==> config.mk <==
export PLATFORM = sky130hd
export DESIGN_NAME = emtc_ctrl
export DESIGN_NICKNAME = d
export VERILOG_FILES = /design/src/logic/emtc_pkg.sv /design/src/logic/emtc_sync.sv /design/src/logic/emtc_lanes.sv /design/src/logic/emtc_ctrl.sv
export SDC_FILE = /design/constraint.sdc
export NUM_CORES = 1
export LEC_CHECK = 0
export CORE_MARGIN = 2
export CORE_UTILIZATION = 45
export DETAILED_ROUTE_END_ITERATION = 16
export DONT_BUFFER_PORTS = 1
export GPL_ROUTABILITY_DRIVEN = 0
export SLEW_MARGIN = 40
export SYNTH_ARGS = -nofsm -noshare
export SYNTH_HDL_FRONTEND = slang
export SYNTH_SLANG_ARGS = --single-unit
==> constraint.sdc <==
create_clock -name mclk -period 4.2 [get_ports mclk]
set_input_delay 1.26 -clock mclk [delete_from_list [all_inputs] [get_ports mclk]]
set_output_delay 1.26 -clock mclk [all_outputs]
set_load 0.05 [all_outputs]
==> src/logic/emtc_pkg.sv <==
package emtc_pkg;

   // ----------------------------------------------------------------
   // timing
   // ----------------------------------------------------------------
   localparam int CLK_PERIOD_NS = 25;
   // longest settle time of the error flag after data reaches the corrector
   localparam int T_DATA_TO_ERR_NS = 30;
   // longest settle time of corrected data after data reaches the corrector
   localparam int T_DATA_TO_CORR_NS = 36;
   localparam int SYNC_STAGES = 2;
   // waits round up so the flag or data has surely settled
   localparam int ERR_WAIT_CYC = (T_DATA_TO_ERR_NS + CLK_PERIOD_NS - 1) / CLK_PERIOD_NS;
   localparam int CORR_WAIT_CYC = (T_DATA_TO_CORR_NS + CLK_PERIOD_NS - 1) / CLK_PERIOD_NS;

   // ----------------------------------------------------------------
   // state positions of the sequence
   // ----------------------------------------------------------------
   localparam int IDX_DATA_ON = 2;
   // decision index: data on bus, flag settles, flag crosses the synchroniser
   localparam int IDX_DECIDE = IDX_DATA_ON + ERR_WAIT_CYC + SYNC_STAGES;
   localparam int IDX_BUS_OFF = 7;
   localparam int IDX_OUT_LATCH = IDX_BUS_OFF + CORR_WAIT_CYC;
   localparam int IDX_EDC_DRIVE = 10;
   localparam int IDX_WRITE = 11;
   localparam int IDX_LAST_WRITE = 12;
   localparam int IDX_DONE = 13;

   // ----------------------------------------------------------------
   // lanes and reset values
   // ----------------------------------------------------------------
   localparam int LANES = 4;
   localparam logic [3:0] LANES_WIDE = 4'hf;
   localparam logic [3:0] LANES_NARROW = 4'h3;
   localparam logic [3:0] LANES_OFF_N = 4'hf;
   localparam logic INACTIVE_N = 1'b1;
   localparam logic INACTIVE = 1'b0;

   typedef enum logic [3:0] {
      ST_S0 = 4'h0,
      ST_S1 = 4'h1,
      ST_S2 = 4'h2,
      ST_S3 = 4'h3,
      ST_S4 = 4'h4,
      ST_S5 = 4'h5,
      ST_S6 = 4'h6,
      ST_S7 = 4'h7,
      ST_S8 = 4'h8,
      ST_S9 = 4'h9,
      ST_S10 = 4'ha,
      ST_S11 = 4'hb,
      ST_S12 = 4'hc,
      ST_S13 = 4'hd
   } emtc_state_t;

   typedef enum logic [1:0] {
      OP_READ = 2'h0,
      OP_WRITE = 2'h1,
      OP_MERGE = 2'h2
   } emtc_op_t;

endpackage : emtc_pkg

==> src/logic/emtc_sync.sv <==
`timescale 1ns/1ps
module emtc_sync
   import emtc_pkg::*;
#(
   parameter int WIDTH = 1
) (
   // clock, enable and reset
   input wire logic mclk,
   input wire logic ce,
   input wire logic rst_n,
   // asynchronous levels in, settled levels out
   input wire logic [WIDTH-1:0] d,
   output logic [WIDTH-1:0] q
);

   logic [WIDTH-1:0] meta;
   logic [WIDTH-1:0] next_meta;
   logic [WIDTH-1:0] next_q;

   // first stage feeds only the second stage
   always_comb begin
      next_meta = meta;
      next_q = q;
      if (ce) begin
         next_meta = d;
         next_q = meta;
      end
   end

   always_ff @(posedge mclk) begin
      if (!rst_n) begin
         meta <= '0;
         q <= '0;
      end else begin
         meta <= next_meta;
         q <= next_q;
      end
   end

endmodule : emtc_sync

==> src/logic/emtc_lanes.sv <==
`timescale 1ns/1ps
module emtc_lanes
   import emtc_pkg::*;
(
   // clock, enable and reset
   input wire logic mclk,
   input wire logic ce,
   input wire logic rst_n,
   // drive windows for the coming state
   input wire logic win_host,
   input wire logic win_edc,
   input wire logic wide_path,
   input wire logic [LANES-1:0] lane_sel,
   // per-lane enables, active low
   output logic [LANES-1:0] host_lane_oe_n,
   output logic [LANES-1:0] edc_lane_oe_n
);

   logic [LANES-1:0] next_host_n;
   logic [LANES-1:0] next_edc_n;
   logic [LANES-1:0] present;

   // narrow path owns only the two low lanes
   assign present = wide_path ? LANES_WIDE : LANES_NARROW;

   genvar i;
   generate
      for (i = 0; i < LANES; i++) begin : g_lane
         always_comb begin
            next_host_n[i] = host_lane_oe_n[i];
            next_edc_n[i] = edc_lane_oe_n[i];
            if (ce) begin
               next_host_n[i] = ~(present[i] & win_host & lane_sel[i]);
               // the corrector lane is the complement, so a lane has one driver
               next_edc_n[i] = ~(present[i] & win_edc & ~(win_host & lane_sel[i]));
            end
         end
      end
   endgenerate

   always_ff @(posedge mclk) begin
      if (!rst_n) begin
         host_lane_oe_n <= LANES_OFF_N;
         edc_lane_oe_n <= LANES_OFF_N;
      end else begin
         host_lane_oe_n <= next_host_n;
         edc_lane_oe_n <= next_edc_n;
      end
   end

endmodule : emtc_lanes

==> src/logic/emtc_ctrl.sv <==
`timescale 1ns/1ps
// How it works
// - check-only reads hand memory data straight to the host
// - check-only single error stretches the read, corrects, delivers, writes back
// - during that correction memory buffers go off, corrector drives the bus
// - host ack, ready and bus error come from the corrector's flags
// - stretch decision taken only from error flag after its settle time
// - correct-always sends every read word without a multiple error through correction and write-back
// - strobes finish the array read before state 7, data in input latch
// - correction spans states 7 to 12, result caught in output latch in states 7 to 9
// - corrector drives the shared bus no earlier than state 10
// - memory buffer enables stay high from state 7 while corrector drives
// - bus turnaround from inward to outward happens between states 6 and 10
// - bus that carried memory data is released before corrected data goes out
// - corrected word and new check bits are written back to the array
// - wide path gives four lane enables, inverted forms to the corrector
// - narrow path gives two lane enables, inverted forms to the corrector
// - one shared bus, only one driver enabled at a time
// - static RAM mode uses transceiver direction, no row or column strobes
// - state positions are typical and set by package constants
// - byte update reads and corrects first, then writes merged word and checks
module emtc_ctrl
   import emtc_pkg::*;
(
   // clock, enable and reset
   input wire logic mclk,
   input wire logic ce,
   input wire logic rst_n,
   // configuration levels
   input wire logic correct_always,
   input wire logic sram_mode,
   input wire logic wide_path,
   // host request
   input wire logic host_req_n,
   input wire logic host_wr,
   input wire logic [LANES-1:0] host_be,
   // correction device flags
   input wire logic edc_err_n,
   input wire logic edc_mult_err_n,
   // host termination
   output logic dtack_n,
   output logic ready,
   output logic berr_n,
   // array strobes
   output logic ras_n,
   output logic cas_n,
   output logic we_n,
   output logic ram_sel_n,
   // buffers on the shared bus
   output logic memory_buffer_output_enable_n,
   output logic ram_buf_to_array,
   output logic host_rd_oe_n,
   output logic [LANES-1:0] host_lane_oe_n,
   // correction device control
   output logic [LANES-1:0] edc_lane_oe_n,
   output logic memory_data_in_latch,
   output logic corrected_data_out_latch,
   output logic edc_correct
);

   // ----------------------------------------------------------------
   // input synchronisers
   // ----------------------------------------------------------------
   localparam int SW = LANES + 7;
   logic [SW-1:0] raw_in;
   logic [SW-1:0] syn_in;
   logic req_s;
   logic wr_s;
   logic err_s;
   logic mult_s;
   logic ca_s;
   logic sram_s;
   logic wide_s;
   logic [LANES-1:0] be_s;

   // flags inverted so an idle pin reads as zero through reset
   assign raw_in = {~host_req_n, host_wr, ~edc_err_n, ~edc_mult_err_n,
                    correct_always, sram_mode, wide_path, host_be};

   emtc_sync #(.WIDTH(SW)) u_sync (
      .mclk(mclk),
      .ce(ce),
      .rst_n(rst_n),
      .d(raw_in),
      .q(syn_in)
   );

   assign {req_s, wr_s, err_s, mult_s, ca_s, sram_s, wide_s, be_s} = syn_in;

   // ----------------------------------------------------------------
   // decoding helpers
   // ----------------------------------------------------------------
   function automatic logic in_span(emtc_state_t st, int lo, int hi);
      in_span = (int'(st) >= lo) && (int'(st) <= hi);
   endfunction : in_span

   function automatic logic [LANES-1:0] full_mask(logic wide);
      full_mask = wide ? LANES_WIDE : LANES_NARROW;
   endfunction : full_mask

   // ----------------------------------------------------------------
   // sequencer
   // ----------------------------------------------------------------
   emtc_state_t state;
   emtc_state_t next_state;
   emtc_op_t op;
   emtc_op_t next_op;
   logic ca;
   logic next_ca;
   logic sram;
   logic next_sram;
   logic wide;
   logic next_wide;
   logic fast;
   logic next_fast;
   logic bad;
   logic next_bad;
   logic [LANES-1:0] be;
   logic [LANES-1:0] next_be;

   always_comb begin
      next_state = state;
      next_op = op;
      next_ca = ca;
      next_sram = sram;
      next_wide = wide;
      next_fast = fast;
      next_bad = bad;
      next_be = be;
      if (ce) begin
         case (state)
            ST_S0: begin
               if (req_s) begin
                  next_state = ST_S1;
                  next_ca = ca_s;
                  next_sram = sram_s;
                  next_wide = wide_s;
                  next_be = be_s & full_mask(wide_s);
                  next_fast = 1'b0;
                  next_bad = 1'b0;
                  if (!wr_s) begin
                     next_op = OP_READ;
                  end else if ((be_s & full_mask(wide_s)) == full_mask(wide_s)) begin
                     next_op = OP_WRITE;
                  end else begin
                     // partial word: read and correct before merging
                     next_op = OP_MERGE;
                  end
               end
            end
            ST_S1: begin
               // a full write needs no read, it goes straight to the write states
               if (op == OP_WRITE) begin
                  next_state = ST_S11;
               end else begin
                  next_state = ST_S2;
               end
            end
            ST_S6: begin
               // flag has settled and crossed the synchroniser by now
               if (mult_s) begin
                  next_bad = 1'b1;
                  next_state = ST_S13;
               end else if (op == OP_READ && !ca && !err_s) begin
                  next_fast = 1'b1;
                  next_state = ST_S13;
               end else begin
                  next_state = ST_S7;
               end
            end
            ST_S13: begin
               // hold the termination until the host withdraws its request
               if (!req_s) begin
                  next_state = ST_S0;
               end
            end
            default: begin
               if (int'(state) < IDX_DONE) begin
                  next_state = emtc_state_t'(state + 4'h1);
               end else begin
                  next_state = ST_S0;
               end
            end
         endcase
      end
   end

   always_ff @(posedge mclk) begin
      if (!rst_n) begin
         state <= ST_S0;
         op <= OP_READ;
         ca <= INACTIVE;
         sram <= INACTIVE;
         wide <= INACTIVE;
         fast <= INACTIVE;
         bad <= INACTIVE;
         be <= '0;
      end else begin
         state <= next_state;
         op <= next_op;
         ca <= next_ca;
         sram <= next_sram;
         wide <= next_wide;
         fast <= next_fast;
         bad <= next_bad;
         be <= next_be;
      end
   end

   // ----------------------------------------------------------------
   // output decode, registered one state ahead
   // ----------------------------------------------------------------
   logic rd_op;
   logic active;
   logic mem_read;
   logic write_back;
   logic edc_win;
   logic host_win;
   logic next_dtack_n;
   logic next_berr_n;
   logic next_ras_n;
   logic next_cas_n;
   logic next_we_n;
   logic next_sel_n;
   logic next_mbuf_n;
   logic next_to_array;
   logic next_host_rd_n;
   logic next_in_latch;
   logic next_out_latch;
   logic next_correct;

   always_comb begin
      rd_op = (next_op != OP_WRITE);
      active = in_span(next_state, 1, IDX_LAST_WRITE) ||
               (next_state == ST_S13 && next_fast);
      // memory drives inward only until the turnaround starts
      mem_read = rd_op && (in_span(next_state, IDX_DATA_ON, IDX_DECIDE) ||
                 (next_state == ST_S13 && next_fast));
      write_back = in_span(next_state, IDX_WRITE, IDX_LAST_WRITE);
      // corrector output waits for the quiet turnaround states
      edc_win = rd_op && !next_bad && (in_span(next_state, IDX_EDC_DRIVE, IDX_LAST_WRITE) ||
                (next_state == ST_S13 && next_op == OP_READ && !next_fast));
      host_win = !rd_op ? (next_state == ST_S1 || write_back) :
                 (next_op == OP_MERGE && write_back);

      next_dtack_n = dtack_n;
      next_berr_n = berr_n;
      next_ras_n = ras_n;
      next_cas_n = cas_n;
      next_we_n = we_n;
      next_sel_n = ram_sel_n;
      next_mbuf_n = memory_buffer_output_enable_n;
      next_to_array = ram_buf_to_array;
      next_host_rd_n = host_rd_oe_n;
      next_in_latch = memory_data_in_latch;
      next_out_latch = corrected_data_out_latch;
      next_correct = edc_correct;
      if (ce) begin
         // static RAM has no row or column strobes, only a select
         next_ras_n = ~(active && !next_sram);
         next_cas_n = ~(active && !next_sram && int'(next_state) >= IDX_DATA_ON);
         next_sel_n = ~(active && next_sram);
         next_we_n = ~write_back;
         next_mbuf_n = ~mem_read;
         next_to_array = next_sram && write_back;
         // direct path in check-only, corrected path otherwise
         next_host_rd_n = ~(next_op == OP_READ && !next_bad &&
                           ((!next_ca && in_span(next_state, IDX_DATA_ON + 1, IDX_DECIDE)) ||
                            (next_state == ST_S13 && next_fast) ||
                            edc_win));
         next_in_latch = rd_op && in_span(next_state, IDX_DATA_ON, IDX_DECIDE);
         next_out_latch = rd_op && in_span(next_state, IDX_BUS_OFF, IDX_OUT_LATCH);
         next_correct = rd_op && in_span(next_state, IDX_BUS_OFF, IDX_LAST_WRITE);
         next_dtack_n = ~(next_state == ST_S13 && !next_bad);
         next_berr_n = ~(next_state == ST_S13 && next_bad);
      end
   end

   always_ff @(posedge mclk) begin
      if (!rst_n) begin
         dtack_n <= INACTIVE_N;
         berr_n <= INACTIVE_N;
         ras_n <= INACTIVE_N;
         cas_n <= INACTIVE_N;
         we_n <= INACTIVE_N;
         ram_sel_n <= INACTIVE_N;
         memory_buffer_output_enable_n <= INACTIVE_N;
         ram_buf_to_array <= INACTIVE;
         host_rd_oe_n <= INACTIVE_N;
         memory_data_in_latch <= INACTIVE;
         corrected_data_out_latch <= INACTIVE;
         edc_correct <= INACTIVE;
      end else begin
         dtack_n <= next_dtack_n;
         berr_n <= next_berr_n;
         ras_n <= next_ras_n;
         cas_n <= next_cas_n;
         we_n <= next_we_n;
         ram_sel_n <= next_sel_n;
         memory_buffer_output_enable_n <= next_mbuf_n;
         ram_buf_to_array <= next_to_array;
         host_rd_oe_n <= next_host_rd_n;
         memory_data_in_latch <= next_in_latch;
         corrected_data_out_latch <= next_out_latch;
         edc_correct <= next_correct;
      end
   end

   assign ready = ~dtack_n;

   // ----------------------------------------------------------------
   // lane enables
   // ----------------------------------------------------------------
   emtc_lanes u_lanes (
      .mclk(mclk),
      .ce(ce),
      .rst_n(rst_n),
      .win_host(host_win),
      .win_edc(edc_win),
      .wide_path(next_wide),
      .lane_sel(next_be),
      .host_lane_oe_n(host_lane_oe_n),
      .edc_lane_oe_n(edc_lane_oe_n)
   );

endmodule : emtc_ctrl

== Yosys cells after proc, flatten, opt, wreduce, memory -nomap -nowiden ==
Cells that the tools add are included.

* Memories kept: 0
* Bits in registers: 57
* Bits in latches: 0
* Bits in writable memories: 0
* Output and inout port bits: 21
* Bits in read-only memories: 0

* Shift operators: 0
* Multiply operators: 0
* Magnitude comparators: 10
* Divide/modulo/power cells: 0
* $add $sub $neg: 1
* Reductions and logical operators: 43
* Equality and inequality tests: 9
* Bitwise gates (word level): 45
* Multiplexer cells: 37

{| class="wikitable"
|+ Operators by type and width
! kind !! number
|-
| 2-to-1 mux 4 bit || 12
|-
| logical AND 1 bit || 28
|-
| inverter 1 bit || 24
|-
| bitwise AND 1 bit || 20
|-
| 2-to-1 mux 1 bit || 17
|-
| case mux 4 bit (4 select lines) || 1
|-
| 2-to-1 mux 2 bit || 5
|-
| == test 4 x 1 -> 1 bit (second input constant) || 2
|-
| == test 4 bit (second input constant) || 2
|-
| >= comparator 4 x 2 -> 1 bit (second input constant) || 2
|-
| >= comparator 4 bit (second input constant) || 2
|-
| less-or-equal comparator 4 bit (second input constant) || 2
|-
| zero test 1 bit || 6
|-
| logical OR 1 bit || 6
|-
| adder 4 x 1 -> 4 bit (second input constant) || 1
|-
| bitwise AND 4 bit || 1
|-
| == test 4 x 3 -> 1 bit (second input constant) || 1
|-
| == test 4 bit || 1
|-
| >= comparator 4 x 1 -> 1 bit (second input constant) || 1
|-
| >= comparator 4 x 3 -> 1 bit (second input constant) || 1
|-
| less-or-equal comparator 4 x 3 -> 1 bit (second input constant) || 1
|-
| zero test 2 bit || 2
|-
| zero test 4 bit || 1
|-
| < comparator 4 bit (second input constant) || 1
|-
| other kinds (4) || 5
|}

== Longest topological paths before layout ==
Gate-level depths: netlist of run 1.

* Depth in word-level cells: 16
* Depth in mapped cells: 11
* Mapped depth without buffers: 9

== Hierarchy ==
From an unflattened synthesis of run 1, not the netlist that was laid out.

* Cells, all modules: 323
* Area, all modules: 2824.0 µm²

{| class="wikitable"
|+ By module, submodules not included
! module !! cells each !! area each (µm²) !! seq. area each (µm²) !! times used
|-
| emtc_ctrl || 217 || 1670.4 || 540.5 || 1
|-
| emtc_sync || 71 || 857.1 || 440.4 || 1
|-
| emtc_lanes || 35 || 296.5 || 160.2 || 1
|}

== Worst setup path after synthesis of run 1 ==
No wires, ideal clock.

* Path type: input -> register
* Start point: input port ce
* End point: register u_lanes.host_lane_oe_n[2]
* Library setup time: 0.122 ns
* Path buffers: 1
* Stages on the path: 7
* Setup slack: 1.126 ns
* Arrival: 2.953 ns
* Cells stage by stage: clkbuf_1 > nand4_1 > a32o_1 > nor2_1 > nand4_1 > o21a_1 > o32a_1

* Longest elaborated chain between the ends: 8

{| class="wikitable"
|+ Ends and longest elaborated chain
! element !! line !! RTL
|-
| start: declaration || emtc_ctrl.sv:27 || <nowiki>input wire logic ce,</nowiki>
|-
| 2-to-1 mux 4 bit || emtc_ctrl.sv:130 || <nowiki>if (ce) begin</nowiki>
|-
| >= comparator 4 bit or less-or-equal comparator 4 bit (tied branches) || emtc_ctrl.sv:94 || <nowiki>in_span = (int'(st) >= lo) && (int'(st) <= hi);</nowiki>
|-
| logical AND 1 bit || emtc_ctrl.sv:94 ||
|-
| logical OR 1 bit or logical AND 1 bit (tied branches) || emtc_ctrl.sv:243, emtc_ctrl.sv:244 ||
|-
| 2-to-1 mux 1 bit || emtc_ctrl.sv:243 || <nowiki>host_win = !rd_op ? (next_state == ST_S1 || write_back) :</nowiki>
|-
| bitwise AND 1 bit (2 in a row) || emtc_lanes.sv:33 || <nowiki>next_host_n[i] = ~(present[i] & win_host & lane_sel[i]);</nowiki>
|-
| inverter 1 bit || emtc_lanes.sv:33 ||
|-
| end signal: assignment || emtc_lanes.sv:46 || <nowiki>host_lane_oe_n <= next_host_n;</nowiki>
|-
| end: declaration || emtc_lanes.sv:15 || <nowiki>output logic [LANES-1:0] host_lane_oe_n,</nowiki>
|}

Parallel ways exist; a longest one is shown, timed or not.
A chain may end at the register's enable or synchronous reset.

== Worst setup path after layout of run 1 ==
* Start point: register state[0]
* End point: register u_lanes.host_lane_oe_n[2]

* Longest elaborated chain between the ends: 11

{| class="wikitable"
|+ Ends and longest elaborated chain
! element !! line !! RTL
|-
| start: declaration || emtc_ctrl.sv:104 || <nowiki>emtc_state_t state;</nowiki>
|-
| start signal: assignment || emtc_ctrl.sv:199 || <nowiki>state <= next_state;</nowiki>
|-
| adder 4 x 1 -> 4 bit or < comparator 4 bit (tied branches) || emtc_ctrl.sv:179, emtc_ctrl.sv:178 ||
|-
| 2-to-1 mux 4 bit || emtc_ctrl.sv:178 || <nowiki>if (int'(state) < IDX_DONE) begin</nowiki>
|-
| case mux 4 bit (4 select lines) || emtc_ctrl.sv:131 || <nowiki>case (state)</nowiki>
|-
| 2-to-1 mux 4 bit || emtc_ctrl.sv:130 ||
|-
| >= comparator 4 bit or less-or-equal comparator 4 bit (tied branches) || emtc_ctrl.sv:94 ||
|-
| logical AND 1 bit || emtc_ctrl.sv:94 ||
|-
| logical OR 1 bit or logical AND 1 bit (tied branches) || emtc_ctrl.sv:243, emtc_ctrl.sv:244 ||
|-
| 2-to-1 mux 1 bit || emtc_ctrl.sv:243 ||
|-
| bitwise AND 1 bit || emtc_lanes.sv:33 ||
|-
| bitwise AND 1 bit * || emtc_lanes.sv:33 ||
|-
| inverter 1 bit * || emtc_lanes.sv:33 ||
|}

Mark *: on every way between the ends. The rest lies on a longest branch, timed or not.

==> out/qor.yml, run 1 <==
cts:
  cts_tree: "yes"
  postCtsSetupRepairBufs: 0
  cts_made_buffers: 9
  htree_levels: 3
  cts_sinks: 57
  clkLatencyLatePin_ns: 0.34
  clk_path_buf_depth: 2
  cts.repair.resized: 0
  cts_root_buf: "clkbuf_8"
  hold_buffers: 0
  path_clk_slew_ns: 0.06
worst_setup_path:
  crit_slowest_cell: "dfxtp_1"
  setup.worst_path.class: "register to register"
  endpoint_kind: "register"
  worstPathMaxFanout: 8
  cp_data_arrival_time_ns: 3.35
  r2r_setup_slack_ns: 1.07
  crit_chain: "inv_1 > ha_1 > a2bb2oi_1 > o211ai_2 > a2111oi_4 > or2_1 > nand4_1 > o21a_1 > o32a_1"
  cp_slowest_stage_delay_ns: 0.47
  cp_data_required_time_ns: 4.42
  reg2reg_from: "state[0]$_SDFF_PN0_"
  r2r_cells: 9
  rr_endpoint: "u_lanes.host_lane_oe_n[2]$_SDFFE_PN1P_"
  start_kind: "register"
synthesis:
  synth.top_cells.by_count: "57 x dfxtp_1, 51 x nor2_1, 24 x mux2i_1"
  synth_top_cell_area_share_pct: 39.50
  ys.flop_type: "dfxtp_1"
  netlist_area_sq_um: 2889
  syn_nets: 346
  yosys-top-cells-area: "dfxtp_1 39%, mux2i_1 8.3%, nor2_1 6.6%"
  synth_most_common_cell: "dfxtp_1"
  avgSynthCellArea_sq_um: 8.835
  yosysUniqueCellTypes: 65
  synth-async-reset-ratio_pct: 0
  syn_inst: 327
  ys_seq_elements: 57
  yosysSeqAreaShare_pct: 39.50
  yosysTopAreaCell: "dfxtp_1"
  yosysWarningCount: 0
  synth_edf_count: 0
sta:
  fin_worst_skew_ns: 0.008123
  slew_headroom_pct: 56.64
  setup_ws_ns: 1.067
  tightest_slew_ns: 0.6436
  drv_slew: 0
  timing_hold_violations_final: 0
  fmax_ghz: 0.3191
  hold_ws_ns: 0.4546
  period_share_pct: 74.60
  setup_violations: 0
  rsz0062_at_grt: "false"
  fin_tns_setup_ns: 0
  fin_crit_ns: 3.133
global_routing:
  grt_antenna_before_repair: 0
  grt_max_degree: 60
  overflow: 0
  grt_usage_pct: 19.38
  grt_pass1_wl_um: 10990
  grt_pass1_vias: 2183
floorplan:
  die_w_um: 84.13
  rows: 29
  chipHeight_um: 84.13
  core_sq_um: 6277
  start_util_pct: 46.02
  die-area_sq_um: 7077
  ioPinCount: 35
route:
  firstDrtPassIters: 4
  dr_total_vias: 2356
  wl_per_cell_um: 16.28
  antenna_left: 0
  drcViolationCount: 0
  wirelength_um: 6513
  drt_iter0_drc: 119
  vias_per_cell: 5.890
pwr:
  p_sw_mw: 0.3179
  p_per_area_nw_per_um2: 382.1
  p_int_mw: 0.8558
  p_leak_nw: 1.169
  ir_drop_mv: 0.2428
  power_frac_seq_pct: 50.4
  p_sw_share_pct: 27.08
  p_total_mw: 1.174
  pwr-share-comb_pct: 10.9
  clockPowerShare_pct: 38.7
flow_run:
  maxCapViolCount: 0
cells_and_area:
  diodes: 0
  areaGrowthSynthToFinish_pct: 6.323
  layout.nets: 337
  instances_no_fill: 400
  design_area_sq_um: 3072
  drive_above_1_share_pct: 9.598
  post-route-util_pct: 48.93
place:
  port_buffers: 0
  dp_hpwl_um: 4455
  dp.cells: 384
  dp_slack_ns: 1.078
  placed_cell_area_sq_um: 2897
outcome:
  status: "finished, final reports clean"
worst_hold_path:
  whs_path_depth: 2
  min_from: "sram$_SDFF_PN0_"
  hold-path-endpoint: "sram$_SDFF_PN0_"
  hold_class: "register to register"
## layout by cell type (no fill, tap or decap), types with 6 or more instances in the layout
cell,n
inv_1,6
nand3_1,8
nor2_1,51
mux2i_1,24
a21oi_1,11
dfxtp_1,57
o21ai_0,12
nand2_1,17
nor3_1,6
o22ai_1,7
nand2b_1,9
clkbuf_8,11
## flip-flops by register name (all words and copies together) (netlist names)
name and cells:
sram 1, memory_data_in_latch 1, corrected_data_out_latch 1, u_lanes.host_lane_oe_n 4, wide 1, u_lanes.edc_lane_oe_n 4, ras_n 1, we_n 1
cas_n 1, berr_n 1, be 4, edc_correct 1, memory_buffer_output_enable_n 1, u_sync.q 11, fast 1, u_sync.meta 11
ca 1, op 2, state 4, bad 1, ram_buf_to_array 1, dtack_n 1, host_rd_oe_n 1, ram_sel_n 1
## worst max-delay path by stage
stage | end | cells after the start | startpoint | slack [ns]
after floorplan | u_lanes.host_lane_oe_n[2]$_SDFFE_PN1P_ | 7 | ce | 1.13
after global placement | u_lanes.edc_lane_oe_n[0]$_SDFFE_PN1P_ | 6 | ce | 1.07
after detailed placement | u_lanes.edc_lane_oe_n[0]$_SDFFE_PN1P_ | 6 | ce | 1.08
after CTS | u_lanes.edc_lane_oe_n[0]$_SDFFE_PN1P_ | 9 | state[0]$_SDFF_PN0_ | 1.08
after global routing | u_lanes.host_lane_oe_n[2]$_SDFFE_PN1P_ | 9 | state[0]$_SDFF_PN0_ | 0.87
final | u_lanes.host_lane_oe_n[2]$_SDFFE_PN1P_ | 9 | state[0]$_SDFF_PN0_ | 1.07
## power groups by stage
stage | Combinational, mW | Sequential [mW] | Clock [mW]
global route | 0.139 | 0.594 | 0.495
global placement | 0.126 | 0.603 | 0
finish | 0.128 | 0.592 | 0.454
detailed placement | 0.126 | 0.604 | 0
CTS | 0.127 | 0.592 | 0.468
floorplan | 0.116 | 0.598 | 0
## critical path: cells and delay by family (launching register included)
kind,cells,cell delay [ns]
simple gates,2,0.62
flops,1,0.47
fa+ha+maj,1,0.22
buf+inv,1,0.17
compound gates,5,1.53
## final cells by class
type                       instances  area (sq um)
clock buffer                      14         162.7
clock inverter                     2         12.51
fill                             609          3206
inverter                           7         26.28
multi-input combinational        241          1618
sequential                        57          1141
tap                               77         96.34
timing repair buffer               2         15.01
## metal layers
layer  GRT usage, %  vias to the layer above  share of wire, %
li1               -                     1183                 -
met1          25.76                     1103                48
met2          28.64                       65                45
met3          6.429                        5               5.9
met4          8.504                        0              0.94
met5              0                        -                 0
## kinds of logic after synthesis
| group | share of synthesized area [%] |
|---|---|
| mux | 8.835 |
| buf+inv | 4.504 |
| simple gates | 22.39 |
| flops | 39.50 |
| fa+ha+maj | 2.165 |
| compound gates | 22.30 |
| xor+xnor | 0.3032 |
(Power assumes the default switching activity.)
==> inputs of run 2 (changes only) <==
- ABC_AREA: default -> 1
- clock period: 4.2 -> 2.56 ns (I/O delays scaled with it)
==> out/qor.yml, run 2 <==
route:
  antenna_left: 0
  firstDrtPassIters: 4
  wirelength_um: 6586
  drt_iter0_drc: 183
  vias_per_cell: 5.128
  drcViolationCount: 0
  wl_per_cell_um: 13.84
  dr_total_vias: 2441
floorplan:
  die-area_sq_um: 6928
  start_util_pct: 47.16
  die_w_um: 83.24
  rows: 28
  ioPinCount: 35
  core_sq_um: 5991
  chipHeight_um: 83.24
cells_and_area:
  areaGrowthSynthToFinish_pct: 10.05
  seqCellArea_sq_um: 1141
  diodes: 0
  largestRegisters: "u_sync.meta x11, u_sync.q x11"
  layout_commonest_cell: "nand2_1"
  layout.nets: 415
  multiInputGateArea_sq_um: 1436
  design_area_sq_um: 3109
  final_cell_mix: "68 x nand2_1, 66 x nor2_1, 57 x dfxtp_1, 39 x inv_1, 36 x o21ai_0"
  drive_above_1_share_pct: 15.71
  fillers: 611
synthesis:
  avgSynthCellArea_sq_um: 7.152
  yosys-top-cells-area: "dfxtp_1 40%, nand2_1 9.0%, nor2_1 8.9%"
  synth.top_cells.by_count: "68 x nand2_1, 67 x nor2_1, 57 x dfxtp_1"
  yosysSeqAreaShare_pct: 40.39
  ys_seq_elements: 57
  yosysWarningCount: 0
  synth_top_cell_area_share_pct: 40.39
  netlist_area_sq_um: 2825
  syn_inst: 395
  yosysUniqueCellTypes: 37
  ys.flop_type: "dfxtp_1"
  syn_nets: 414
  synth_most_common_cell: "nand2_1"
  synth-async-reset-ratio_pct: 0
  yosysTopAreaCell: "dfxtp_1"
  synth_edf_count: 0
worst_setup_path:
  endpoint_kind: "register"
  crit_start: "state[1]$_SDFF_PN0_"
  timing.critical_path.buf_inv: 2
  crit_slowest_cell: "dfxtp_1"
  r2r_setup_slack_ns: 0.26
  cp_data_arrival_time_ns: 2.53
  cp_slowest_stage_delay_ns: 0.43
  r2r_cells: 16
  cp_data_required_time_ns: 2.79
  start_kind: "register"
  cp.depth: 16
  reg2reg_from: "state[1]$_SDFF_PN0_"
  path_delay_family: "simple AND/OR/NAND/NOR gates"
  setup.worst_path.class: "register to register"
  endpoint: "u_lanes.edc_lane_oe_n[3]$_SDFFE_PN1P_"
  path_common_cell: "nand2_1"
  rr_endpoint: "u_lanes.edc_lane_oe_n[3]$_SDFFE_PN1P_"
  worstPathMaxFanout: 6
  crit_chain: "inv_1 > ha_1 > inv_1 > nor2_4 > nor2_2 > nand3_1 > a21oi_2 > nand3_1 > nor2_4 > nand3_1 > nand2_1 > nand2_2 > nor2_2 > nand2_1 > nand2_1 > nand2_1"
pwr:
  ir_drop_mv: 0.4038
  clockPowerShare_pct: 39.9
  p_sw_share_pct: 29.33
  p_leak_nw: 1.372
  p_sw_mw: 0.6509
  power_frac_seq_pct: 46.6
  p_per_area_nw_per_um2: 713.7
  p_int_mw: 1.568
  pwr-share-comb_pct: 13.5
cts:
  path_clk_slew_ns: 0.07
  htree_levels: 3
  clkLatencyLatePin_ns: 0.34
  cts_root_buf: "clkbuf_8"
  postCtsSetupRepairBufs: 0
  cts_made_buffers: 9
  cts_tree: "yes"
  cts_sinks: 57
  clk_path_buf_depth: 2
global_routing:
  grt_usage_pct: 20.54
  grt_pass1_vias: 2461
  grt_pass1_wl_um: 11580
  grt_antenna_before_repair: 0
  grt_max_degree: 50
  overflow: 0
sta:
  drv_slew: 0
  fmax_ghz: 0.4348
  setup_violations: 0
  fin_crit_ns: 2.300
  period_share_pct: 89.83
  fin_tns_setup_ns: 0
  setup_ws_ns: 0.2603
  slew_headroom_pct: 63.08
  hold_ws_ns: 0.4605
  tightest_slew_ns: 0.5530
  fin_worst_skew_ns: 0.008997
  rsz0062_at_grt: "false"
  timing_hold_violations_final: 0
place:
  placed_cell_area_sq_um: 2892
  port_buffers: 0
  dp_slack_ns: 0.2486
  dp_hpwl_um: 4669
outcome:
  status: "finished, final reports clean"
flow_run:
  maxCapViolCount: 0
worst_hold_path:
  hold_class: "register to register"
==> run 2: power groups by stage <==
stage	clock, mW	combinational, mW	sequential, mW
6_report	0.886	0.299	1.03
4_1_cts	0.902	0.300	1.03
2_1_floorplan	0	0.255	1.04
3_3_place_gp	0	0.294	1.05
5_1_grt	0.937	0.345	1.04
3_5_place_dp	0	0.298	1.05
==> run 2: worst min-delay path by stage <==
stage	startpoint	to	slack (ns)	depth (start not counted)
6_report	u_sync.meta[0]$_SDFFE_PN0P_	u_sync.q[0]$_SDFFE_PN0P_	0.46	2
3_3_place_gp	u_sync.meta[0]$_SDFFE_PN0P_	u_sync.q[0]$_SDFFE_PN0P_	0.44	2
4_1_cts	u_sync.meta[0]$_SDFFE_PN0P_	u_sync.q[0]$_SDFFE_PN0P_	0.47	2
5_1_grt	u_sync.meta[2]$_SDFFE_PN0P_	u_sync.q[2]$_SDFFE_PN0P_	0.50	2
2_1_floorplan	u_sync.meta[0]$_SDFFE_PN0P_	u_sync.q[0]$_SDFFE_PN0P_	0.43	2
3_5_place_dp	u_sync.meta[0]$_SDFFE_PN0P_	u_sync.q[0]$_SDFFE_PN0P_	0.45	2
==> run 2: worst min-delay path, delay by kind of cell (launching register included) <==
kind	cells	cell delay (ns)
AOI/OAI and AO/OA	1	0.06
buffers and inverters	1	0.06
DFF	1	0.30
==> run 2: layer usage <==
| metal | GRT usage (%) | wire length (um) |
|---|---|---|
| met1 | 24.89 | 2915 |
| met2 | 34.75 | 3301 |
| met3 | 4.374 | 205 |
| met4 | 9.389 | 163 |
| met5 | 0 | 0 |
==> run 2: cells by family after synthesis <==
kind of cell | after synthesis | share of synthesized area, %
adder cells (fa/ha/maj) | 5 | 2.214
AO/OA/AOI/OAI | 73 | 14.79
XOR/XNOR | 1 | 0.5759
AND/OR/NAND/NOR | 199 | 32.82
buffers and inverters | 59 | 8.858
flip-flops | 57 | 40.39
multiplexers | 1 | 0.3543
==> run 2: what timing repair did <==
action / 4_1_cts / 5_1_grt
setup endpoints to repair: 0 / 2
resized for setup: 0 / 2
hold buffers: 0 / 0
hold endpoints to repair: 0 / 0
==> run 2: final cells by class <==
| cell class | count | share of cell area, % |
|---|---|---|
| Sequential cell | 57 | 36.70 |
| Clock inverter | 4 | 1.610 |
| Clock buffer | 12 | 5.312 |
| Tap cell | 75 | 3.018 |
| Timing Repair Buffer | 6 | 1.449 |
| Inverter | 43 | 5.714 |
| Multi-Input combinational cell | 279 | 46.20 |
==> run 2: stage by stage <==
step | power (mW) | std cells | utilization [%]
finish | 2.219 | 476 | 51.90
global route | 2.322 | 476 | 51.90
CTS | 2.236 | 476 | 51.86
detailed placement | 1.351 | 460 | 48.27
global placement | 1.347 | 460 | 48.27
floorplan | 1.297 | 395 | -
